--- src/core/fpx_pkg.sv ---
// Shared constants, enumerations and carrier structs of the special value detector.
// Assumes single precision sits in the low 32 bits of a 64-bit operand word.
`default_nettype none
package fpx_pkg;
   // ****************************************************************
   // Operand formats.
   // ****************************************************************
   localparam int OPND_W = 64;
   localparam int SP_SIGN_POS = 31;
   localparam int SP_EXP_LSB = 23;
   localparam int SP_EXP_W = 8;
   localparam int SP_FRAC_W = 23;
   localparam int DP_SIGN_POS = 63;
   localparam int DP_EXP_LSB = 52;
   localparam int DP_EXP_W = 11;
   localparam int DP_FRAC_W = 52;
   // Signed exponent width used for unbiased exponents and sums.
   localparam int EXP_W = 13;
   localparam logic signed [EXP_W-1:0] SP_BIAS = 13'sh007F;
   localparam logic signed [EXP_W-1:0] DP_BIAS = 13'sh03FF;
   localparam logic signed [EXP_W-1:0] SP_EMIN = -13'sh007E;
   localparam logic signed [EXP_W-1:0] DP_EMIN = -13'sh03FE;
   // Precision in significand bits, used as a cancellation margin.
   localparam logic signed [EXP_W-1:0] SP_PREC = 13'sh0018;
   localparam logic signed [EXP_W-1:0] DP_PREC = 13'sh0035;
   // Intermediate result: wider exponent and fraction plus guard bits.
   localparam int IGRD_W = 3;
   localparam int IFRAC_W = DP_FRAC_W + 1 + IGRD_W;
   // ****************************************************************
   // Enumerations.
   // ****************************************************************
   typedef enum logic [2:0] {
      FPX_OP_ADD = 3'h0, FPX_OP_SUB = 3'h1, FPX_OP_MUL = 3'h2, FPX_OP_DIV = 3'h3,
      FPX_OP_MAC = 3'h4, FPX_OP_SQRT = 3'h5, FPX_OP_CMP = 3'h6, FPX_OP_MOV = 3'h7
   } fpx_op_t;
   typedef enum logic [1:0] {
      FPX_ST_IDLE = 2'h0, FPX_ST_EXC = 2'h1, FPX_ST_BNC = 2'h3
   } fpx_state_t;
   // ****************************************************************
   // Carrier structs.
   // ****************************************************************
   typedef struct packed {
      logic sign;
      logic signed [EXP_W-1:0] exp;
      logic [DP_FRAC_W-1:0] frac;
      logic is_zero;
      logic is_sub;
      logic is_inf;
      logic is_nan;
      logic is_snan;
      logic is_qnan;
   } fpx_class_t;
   typedef struct packed {
      fpx_op_t op;
      logic dbl;
      logic trig;
      logic [OPND_W-1:0] opn;
      logic [OPND_W-1:0] opm;
      logic [OPND_W-1:0] opd;
   } fpx_req_t;
   typedef struct packed {
      logic sign;
      logic signed [EXP_W-1:0] exp;
      logic [IFRAC_W-1:0] frac;
   } fpx_inter_t;
   typedef struct packed {
      logic ovf;
      logic unf;
      logic inv;
   } fpx_pe_t;
   typedef struct packed {
      logic done;
      logic bounce;
      logic in_exc;
      logic trig_bnc;
      logic invalid;
      logic pe;
      logic nan_prop;
      fpx_inter_t result;
   } fpx_rsp_t;
endpackage
`default_nettype wire

--- src/core/fpx_classify.sv ---
// Combinational classifier of one floating-point operand.
// Assumes the operand and precision select are stable in the cycle they are read.
`timescale 1ns/1ps
`default_nettype none
module fpx_classify
(
   input wire logic [fpx_pkg::OPND_W-1:0] opnd, // Operand word.
   input wire logic dbl, // High for double precision.
   output fpx_pkg::fpx_class_t cls // Class of the operand.
);
   import fpx_pkg::*;
   logic [DP_EXP_W-1:0] efield; // Exponent field, zero extended.
   logic [DP_FRAC_W-1:0] ffield; // Fraction, left aligned.
   logic emax_hit; // Exponent field is all ones.
   logic frac_nz; // Fraction is not zero.
   logic signed [EXP_W-1:0] bias; // Bias of the precision.
   // ****************************************************************
   // Field extraction and classification.
   // ****************************************************************
   // Splits the operand by precision and derives every class flag.
   always_comb
   begin
      cls = '0;
      if (dbl)
      begin
         // Double precision fields.
         efield = opnd[DP_EXP_LSB +: DP_EXP_W];
         ffield = opnd[DP_FRAC_W-1:0];
         cls.sign = opnd[DP_SIGN_POS];
         emax_hit = &opnd[DP_EXP_LSB +: DP_EXP_W];
         bias = DP_BIAS;
      end
      else
      begin
         // Single precision fields in the low word.
         efield = {3'h0, opnd[SP_EXP_LSB +: SP_EXP_W]};
         ffield = {opnd[SP_FRAC_W-1:0], 29'h0};
         cls.sign = opnd[SP_SIGN_POS];
         emax_hit = &opnd[SP_EXP_LSB +: SP_EXP_W];
         bias = SP_BIAS;
      end
      frac_nz = |ffield;
      cls.exp = $signed({2'h0, efield}) - bias;
      cls.frac = ffield;
      cls.is_inf = emax_hit & ~frac_nz;
      cls.is_nan = emax_hit & frac_nz;
      // signalling when top fraction bit clear.
      cls.is_snan = emax_hit & frac_nz & ~ffield[DP_FRAC_W-1];
      // quiet when top fraction bit set.
      cls.is_qnan = emax_hit & frac_nz & ffield[DP_FRAC_W-1];
      cls.is_zero = (efield == 11'h000) & ~frac_nz;
      cls.is_sub = (efield == 11'h000) & frac_nz;
   end
endmodule // fpx_classify
`default_nettype wire

--- src/core/fpx_pe_predict.sv ---
// Predicts overflow, underflow and invalid outcomes from exponents, signs and zero and infinity flags.
// Assumes operands are numbers or infinities; NaN cases are resolved by the caller.
`timescale 1ns/1ps
`default_nettype none
module fpx_pe_predict
(
   input wire fpx_pkg::fpx_op_t op, // Operation.
   input wire logic dbl, // High for double precision.
   input wire fpx_pkg::fpx_class_t cn, // First source class.
   input wire fpx_pkg::fpx_class_t cm, // Second source class.
   input wire fpx_pkg::fpx_class_t cd, // Accumulate class.
   output fpx_pkg::fpx_pe_t pe // Predicted outcome flags.
);
   import fpx_pkg::*;
   logic signed [EXP_W:0] en; // Widened first exponent.
   logic signed [EXP_W:0] em; // Widened second exponent.
   logic signed [EXP_W:0] ed; // Widened accumulate exponent.
   logic signed [EXP_W:0] emax; // Largest finite exponent.
   logic signed [EXP_W:0] emin; // Smallest normal exponent.
   logic signed [EXP_W:0] prec; // Cancellation margin.
   logic signed [EXP_W:0] mx; // Larger addend exponent.
   logic eff_sub; // Addition is an effective subtraction.
   // ****************************************************************
   // Prediction.
   // ****************************************************************
   // Conservative bounds: a flag set here only means the result might be exceptional.
   always_comb
   begin
      pe = '0;
      en = {cn.exp[EXP_W-1], cn.exp};
      em = {cm.exp[EXP_W-1], cm.exp};
      ed = {cd.exp[EXP_W-1], cd.exp};
      emax = dbl ? {DP_BIAS[EXP_W-1], DP_BIAS} : {SP_BIAS[EXP_W-1], SP_BIAS};
      emin = dbl ? {DP_EMIN[EXP_W-1], DP_EMIN} : {SP_EMIN[EXP_W-1], SP_EMIN};
      prec = dbl ? {DP_PREC[EXP_W-1], DP_PREC} : {SP_PREC[EXP_W-1], SP_PREC};
      mx = (en > em) ? en : em;
      eff_sub = cn.sign ^ cm.sign ^ (op == FPX_OP_SUB);
      case (op)
         FPX_OP_ADD, FPX_OP_SUB:
         begin
            // Sum may carry out, cancel down, or be an infinity difference.
            pe.ovf = mx >= emax;
            pe.unf = eff_sub & (mx < emin + prec);
            pe.inv = eff_sub & cn.is_inf & cm.is_inf;
         end
         FPX_OP_MUL:
         begin
            // Product exponent is near the sum of exponents.
            pe.ovf = (en + em) >= emax;
            pe.unf = (en + em) <= emin;
            pe.inv = (cn.is_inf & cm.is_zero) | (cn.is_zero & cm.is_inf);
         end
         FPX_OP_DIV:
         begin
            // Quotient exponent is near the difference of exponents.
            pe.ovf = (en - em) >= emax;
            pe.unf = (en - em) <= emin;
            pe.inv = (cn.is_inf & cm.is_inf) | (cn.is_zero & cm.is_zero);
         end
         FPX_OP_MAC:
         begin
            // Product bounds, then the accumulate as an addend.
            pe.ovf = ((en + em) >= emax) | (ed >= emax);
            pe.unf = ((en + em) <= emin) | ((cd.sign ^ cn.sign ^ cm.sign) & (ed < emin + prec));
            pe.inv = (cn.is_inf & cm.is_zero) | (cn.is_zero & cm.is_inf) |
                     ((cn.is_inf | cm.is_inf) & cd.is_inf & (cd.sign ^ cn.sign ^ cm.sign));
         end
         FPX_OP_SQRT:
         begin
            // Root of a negative nonzero value.
            pe.inv = cm.sign & ~cm.is_zero;
         end
         default:
         begin
            // Compares and copies cannot overflow or underflow.
            pe = '0;
         end
      endcase
   end
endmodule // fpx_pe_predict
`default_nettype wire

--- src/core/fpx_special_detect.sv ---
// Special value and exception pre-detection stage of the floating-point coprocessor.
// Assumes the host decodes trigger instructions and drives requests from logic on clock.
`timescale 1ns/1ps
`default_nettype none
module fpx_special_detect
(
   input wire logic clock, // Coprocessor clock, 250 MHz.
   input wire logic rstn, // Asynchronous reset, active low.
   input wire logic ce, // Clock enable; all state holds while low.
   input wire logic req_valid, // Host offers an instruction.
   output logic req_ready, // Instruction can be taken this cycle.
   input wire fpx_pkg::fpx_req_t req, // Instruction and operands.
   output logic rsp_valid, // Answer is offered.
   input wire logic rsp_ready, // Host takes the answer.
   output fpx_pkg::fpx_rsp_t rsp, // Answer flags and intermediate result.
   output logic exc_state // Exceptional state is set.
);
   import fpx_pkg::*;

   // ****************************************************************
   // Declarations.
   // ****************************************************************
   localparam int NOPS = 3; // Source operands n, m and d.

   logic take; // An instruction is accepted.
   logic give; // The answer is handed over.

   logic [OPND_W-1:0] opv [NOPS]; // Operand words by slot.
   fpx_class_t cls [NOPS]; // Operand classes by slot.
   logic [NOPS-1:0] used; // Slots the operation reads.
   logic [NOPS-1:0] sub_v; // Per slot subnormal flags.
   logic [NOPS-1:0] snan_v; // Per slot signalling NaN flags.
   logic [NOPS-1:0] qnan_v; // Per slot quiet NaN flags.

   logic unsupported; // A read operand is unsupported.
   logic snan_any; // A read operand is a signalling NaN.
   logic qnan_any; // A read operand is a quiet NaN.

   fpx_pe_t pe; // Predicted outcome flags.
   logic pe_hit; // Instruction is potentially exceptional.

   fpx_class_t nan_src; // Chosen NaN to propagate.
   fpx_inter_t nan_res; // NaN in intermediate form.

   fpx_rsp_t nxt_rsp; // Answer for the taken instruction.
   fpx_rsp_t rsp_ff; // Registered answer.
   logic rsp_valid_ff; // Registered answer valid.

   fpx_state_t state_ff; // Exceptional state machine.
   fpx_state_t nxt_state; // Next state.

   // ****************************************************************
   // Handshakes.
   // ****************************************************************
   // A new instruction is taken when no answer waits or the waiting one leaves now.
   assign req_ready = ce & (~rsp_valid_ff | rsp_ready);
   assign take = req_valid & req_ready;
   assign give = ce & rsp_valid_ff & rsp_ready;

   assign rsp_valid = rsp_valid_ff;
   assign rsp = rsp_ff;

   // It is high unless idle.
   assign exc_state = (state_ff != FPX_ST_IDLE);

   // ****************************************************************
   // Operand classification.
   // ****************************************************************
   // Slots: n, m, then d.
   assign opv[0] = req.opn;
   assign opv[1] = req.opm;
   assign opv[2] = req.opd;

   // One classifier per operand slot, with its flags gathered into vectors.
   genvar gi;
   generate
      for (gi = 0; gi < NOPS; gi++)
      begin : g_cls
         fpx_classify u_cls
         (
            .opnd (opv[gi]),
            .dbl (req.dbl),
            .cls (cls[gi])
         );

         // Gathered for reductions.
         assign sub_v[gi] = cls[gi].is_sub;
         assign snan_v[gi] = cls[gi].is_snan;
         assign qnan_v[gi] = cls[gi].is_qnan;
      end
   endgenerate

   // Selects which slots each operation reads; copies read no slot, so nothing is inspected.
   always_comb
   begin
      case (req.op)
         FPX_OP_MAC:
         begin
            // Multiply-accumulate reads all three.
            used = 3'h7;
         end
         FPX_OP_SQRT:
         begin
            // Square root reads m only.
            used = 3'h2;
         end
         FPX_OP_MOV:
         begin
            // Copies pass bits unchanged; only a trigger bounce in the exceptional state can trap them.
            used = 3'h0;
         end
         default:
         begin
            // Dyadic operations read n and m.
            used = 3'h3;
         end
      endcase
   end

   // ****************************************************************
   // Exception detection.
   // ****************************************************************
   // subnormals are unsupported operands.
   assign unsupported = |(used & sub_v);

   assign snan_any = |(used & snan_v);

   assign qnan_any = |(used & qnan_v);

   // Prediction from exponents and signs of the read operands.
   fpx_pe_predict u_pred
   (
      .op (req.op),
      .dbl (req.dbl),
      .cn (cls[0]),
      .cm (cls[1]),
      .cd (cls[2]),
      .pe (pe)
   );

   assign pe_hit = (pe.ovf | pe.unf | pe.inv) & ~unsupported & ~snan_any & ~qnan_any;

   // Picks the NaN to propagate: signalling before quiet, then n, m, d in order.
   always_comb
   begin
      nan_src = '0;

      // Quiet candidates first.
      for (int i = NOPS - 1; i >= 0; i--)
      begin
         if (used[i] && qnan_v[i])
         begin
            nan_src = cls[i];
         end
      end

      // Signalling ones win.
      for (int j = NOPS - 1; j >= 0; j--)
      begin
         if (used[j] && snan_v[j])
         begin
            nan_src = cls[j];
         end
      end
   end

   // copy exponent, widen fraction, quieting the NaN.
   always_comb
   begin
      nan_res.sign = nan_src.sign;
      nan_res.exp = nan_src.exp;
      nan_res.frac = {1'h0, 1'h1, nan_src.frac[DP_FRAC_W-2:0], {IGRD_W{1'b0}}};
   end

   // ****************************************************************
   // Answer and next state.
   // ****************************************************************
   // Builds the answer for the taken instruction in priority order.
   always_comb
   begin
      nxt_rsp = '0;
      nxt_state = state_ff;

      if (take)
      begin
         if (state_ff == FPX_ST_EXC && req.trig)
         begin
            nxt_rsp.bounce = 1'b1;
            nxt_rsp.trig_bnc = 1'b1;
            nxt_state = FPX_ST_BNC;
         end
         else if (unsupported)
         begin
            // input exception, handed to support code.
            nxt_rsp.bounce = 1'b1;
            nxt_rsp.in_exc = 1'b1;
         end
         else if (snan_any)
         begin
            nxt_rsp.done = 1'b1;
            nxt_rsp.invalid = 1'b1;
            nxt_rsp.nan_prop = 1'b1;
            nxt_rsp.result = nan_res;
         end
         else if (qnan_any)
         begin
            // quiet NaN passes to the result.
            nxt_rsp.done = 1'b1;
            nxt_rsp.nan_prop = 1'b1;
            nxt_rsp.result = nan_res;
         end
         else
         begin
            // Normal completion; arithmetic result comes from the datapath.
            nxt_rsp.done = 1'b1;
            nxt_rsp.pe = pe_hit;
            if (pe_hit && state_ff == FPX_ST_IDLE)
            begin
               nxt_state = FPX_ST_EXC;
            end
         end
      end
      else if (give && state_ff == FPX_ST_BNC)
      begin
         // clear once the bounce is taken.
         nxt_state = FPX_ST_IDLE;
      end
   end

   // ****************************************************************
   // State registers.
   // ****************************************************************
   // Exceptional state; a new instruction cannot be taken while a bounce waits unseen.
   always_ff @(posedge clock or negedge rstn)
   begin
      if (!rstn)
      begin
         // Idle after reset.
         state_ff <= FPX_ST_IDLE;
      end
      else if (ce)
      begin
         // held until the bounce is delivered.
         if (take && state_ff == FPX_ST_BNC)
         begin
            // The bounce left in this same cycle; judge the new one from idle.
            state_ff <= (nxt_rsp.pe) ? FPX_ST_EXC : FPX_ST_IDLE;
         end
         else
         begin
            // Ordinary step.
            state_ff <= nxt_state;
         end
      end
   end

   // Answer register; it stands until the host takes it.
   always_ff @(posedge clock or negedge rstn)
   begin
      if (!rstn)
      begin
         // Nothing waits after reset.
         rsp_valid_ff <= 1'b0;
         rsp_ff <= '0;
      end
      else if (ce)
      begin
         if (take)
         begin
            // host must act on the bounce flag.
            rsp_valid_ff <= 1'b1;
            rsp_ff <= nxt_rsp;
         end
         else if (give)
         begin
            // Answer handed over and nothing new arrived.
            rsp_valid_ff <= 1'b0;
         end
      end
   end
endmodule // fpx_special_detect
`default_nettype wire

--- config.mk ---
export PLATFORM = sky130hd
export DESIGN_NAME = fpx_special_detect
export DESIGN_NICKNAME = d
export VERILOG_FILES = /design/src/core/fpx_pkg.sv /design/src/core/fpx_classify.sv /design/src/core/fpx_pe_predict.sv /design/src/core/fpx_special_detect.sv
export SDC_FILE = /design/constraint.sdc
export NUM_CORES = 1
export LEC_CHECK = 0
export ABC_AREA = 0
export CAP_MARGIN = 10
export CORE_UTILIZATION = 48
export DETAILED_ROUTE_END_ITERATION = 10
export DONT_BUFFER_PORTS = 1
export SYNTH_ARGS = -nofsm -noshare
export SYNTH_HDL_FRONTEND = slang
export SYNTH_HIERARCHICAL = 1
export SYNTH_SLANG_ARGS = --single-unit
--- constraint.sdc ---
create_clock -name clock -period 3.1 [get_ports clock]
set_clock_uncertainty 0.1 [all_clocks]
set_input_delay 0.62 -clock clock [delete_from_list [all_inputs] [get_ports clock]]
set_output_delay 0.62 -clock clock [all_outputs]
set_load 0.01 [all_outputs]
==> impl_metrics.json <==
{
  "layout.nets": 2314,
  "cts.reportedPaths.clkPinSlew_ns": 0.07,
  "antenna_found_initial": 2,
  "hp-class": "input port to async pin",
  "clockBufferDepth": 2,
  "violations": "setup timing",
  "die-area_mm2": 0.0267,
  "cts_tree": "yes",
  "ant_nets": 0,
  "vias": 15500,
  "synth_warnings": 6,
  "rows": 58,
  "worst_pin_slew_ns": 0.913,
  "rr_endpoint": "rsp[21]",
  "initialDrtViolationCount": 1807,
  "pre_cts_slack_ns": -2.45,
  "drive_gt1_share_pct": 30.3,
  "drcViolationCount": 0,
  "io_buffer_count": 0,
  "crit_type": "input port to register",
  "peakVddDrop_v": 0.000277,
  "numCtsBuffers": 9,
  "via_per_inst": 6.49,
  "status": "finished with violations",
  "r2r_slack_ns": 0.96,
  "fin_crit_sh_pct": 172,
  "crit_required_ns": 3.29,
  "cts_sinks": 75,
  "drv_slew": 0,
  "cts_root_buf": "clkbuf_16",
  "dpl.cell_count": 2330,
  "post_drt_wl_per_cell_um": 24.0,
  "antenna_cells": 0,
  "wl_um": 57100,
  "fmax_mhz": 188,
  "cp-startpoint": "req[193]",
  "clk-insertion-delay-late_ns": 0.35,
  "power_mw": 4.64,
  "cts_htree_levels": 3,
  "grt_usage_pct": 41.1,
  "synthCells": 1811,
  "core_mm2": 0.0253,
  "fin_tns_setup_ns": -57.67,
  "grt_overflow": 0,
  "fill_cells": 2207,
  "dieWidth_um": 163,
  "instances_no_fill": 2383,
  "gp_congestion": 1.00,
  "pin_count": 282,
  "holdWs_ns": 0.0359,
  "netlist_area_mm2": 0.0125,
  "start_util_pct": 49.3,
  "powerDensity_mw_per_mm2": 275,
  "hold_viol_final": 0,
  "start_kind": "input port",
  "cap_viol_max_count": 0,
  "leakagePower_nw": 6.94,
  "crit_path_end_kind": "register",
  "drtPass1Iterations": 6,
  "dp_hpwl_um": 43200,
  "finalCriticalPeriod_ns": 5.32,
  "setup_ws_ns": -2.22,
  "rsz0062_at_grt": "true",
  "finalSetupViolations": 72,
  "cp.arrival_ns": 5.50,
  "reg2regPathDepth": 8,
  "r2r-start": "rsp_valid",
  "grt_pass1_wl_um": 83800,
  "slew_headroom_pct": 39.1,
  "syn_avg_cell_area_um2": 6.90,
  "grt_max_degree": 288,
  "grt_pass1_vias": 14300,
  "die_h_um": 163,
  "area_growth_pct": 35.0,
  "path_max_fanout": 287
}
[state kept, by name, summed over array words and instances (netlist names)]
register / flops
state_ff: 2
rsp_valid: 1
rsp: 72
[worst max-delay path by stage]
| stage | endpoint | slack [ns] | depth (start not counted) |
|---|---|---|---|
| global placement | state_ff[0] | -2.33 | 23 |
| global route | state_ff[0] | -2.23 | 21 |
| detailed placement | state_ff[0] | -2.45 | 23 |
| finish | state_ff[0] | -2.22 | 21 |
| CTS | rsp[71] | -1.90 | 20 |
| floorplan | rsp[71] | -2.73 | 30 |
[cell usage in the layout (no fill, tap or decap), types with 24 or more instances in the layout]
| cell type | n |
|---|---|
| mux2_2 | 68 |
| xnor2_1 | 24 |
| buf_12 | 32 |
| o21ai_2 | 64 |
| ha_1 | 46 |
| a21oi_1 | 93 |
| nand4_1 | 30 |
| nand3_1 | 25 |
| a221oi_1 | 62 |
| inv_1 | 43 |
| nor3_1 | 27 |
| dfrtp_1 | 75 |
| buf_4 | 307 |
| nand2b_1 | 84 |
| nor2_1 | 184 |
| nor4_1 | 29 |
| and2_1 | 90 |
| o21ai_1 | 72 |
| nand2_1 | 247 |
| o21ai_0 | 92 |
[report_power, final]
| part | total (mW) | leakage, nW | switching (mW) | internal, mW |
|---|---|---|---|---|
| clock | 1.11 | 0.135 | 0.547 | 0.558 |
| sequential | 1.04 | 1.03 | 0.0341 | 1.01 |
| combinational | 2.49 | 5.77 | 1.27 | 1.22 |
[worst max-delay path, cell delays in order]
cell and delay, ns:
nand4b_1 0.33, a2bb2o_1 0.34, a21o_1 0.21, xnor2_1 0.20
inv_1 0.07, ha_1 0.37, a21oi_1 0.24, and2_2 0.26
a21oi_4 0.07, xor2_1 0.19, ha_1 0.32, or4_1 0.47
o21ai_1 0.10, nand4_1 0.10, o311a_1 0.31, a311oi_2 0.29
or4b_4 0.18, nor3_4 0.04, nor4b_4 0.37, nand4_1 0.15
nand3_1 0.11
[routing by layer]
layer	up-vias	share of wire (%)	GRT usage [%]	routed length (um)
li1	7016	-	-	-
met1	7322	42	56.1	23800
met2	947	42	61.4	24200
met3	169	12	12.4	7050
met4	2	3.6	12.7	2040
met5	-	0.016	0	9
[stage by stage]
step | instance area (um2) | util, %
after CTS | 16100 | 63.6
after global routing | 16900 | 66.6
after global placement | 15400 | 60.6
after detailed placement | 15400 | 60.6
after floorplan | 12900 | -
final | 16900 | 66.6
[repair_timing]
| action | in CTS | in global routing |
|---|---|---|
| setup buffers | 15 | 15 |
| gates cloned | 3 | 5 |
| endpoints found under the setup margin | 68 | 71 |
| pin swaps | 28 | 101 |
| hold buffers | 1 | 0 |
| endpoints found under the hold margin | 75 | 0 |
| resized for setup | 44 | 119 |
[layout make-up]
cell class	instances	area (um2)	area share [%]
clock buffers	9	225	1.34
clock inverters	7	57.6	0.341
inverters	50	188	1.11
multi-input cells	1556	10900	64.4
flip-flops and latches	75	1880	11.1
well taps	330	413	2.45
repair buffers	356	3250	19.3
Note: power is estimated with default switching activity, not from simulation.
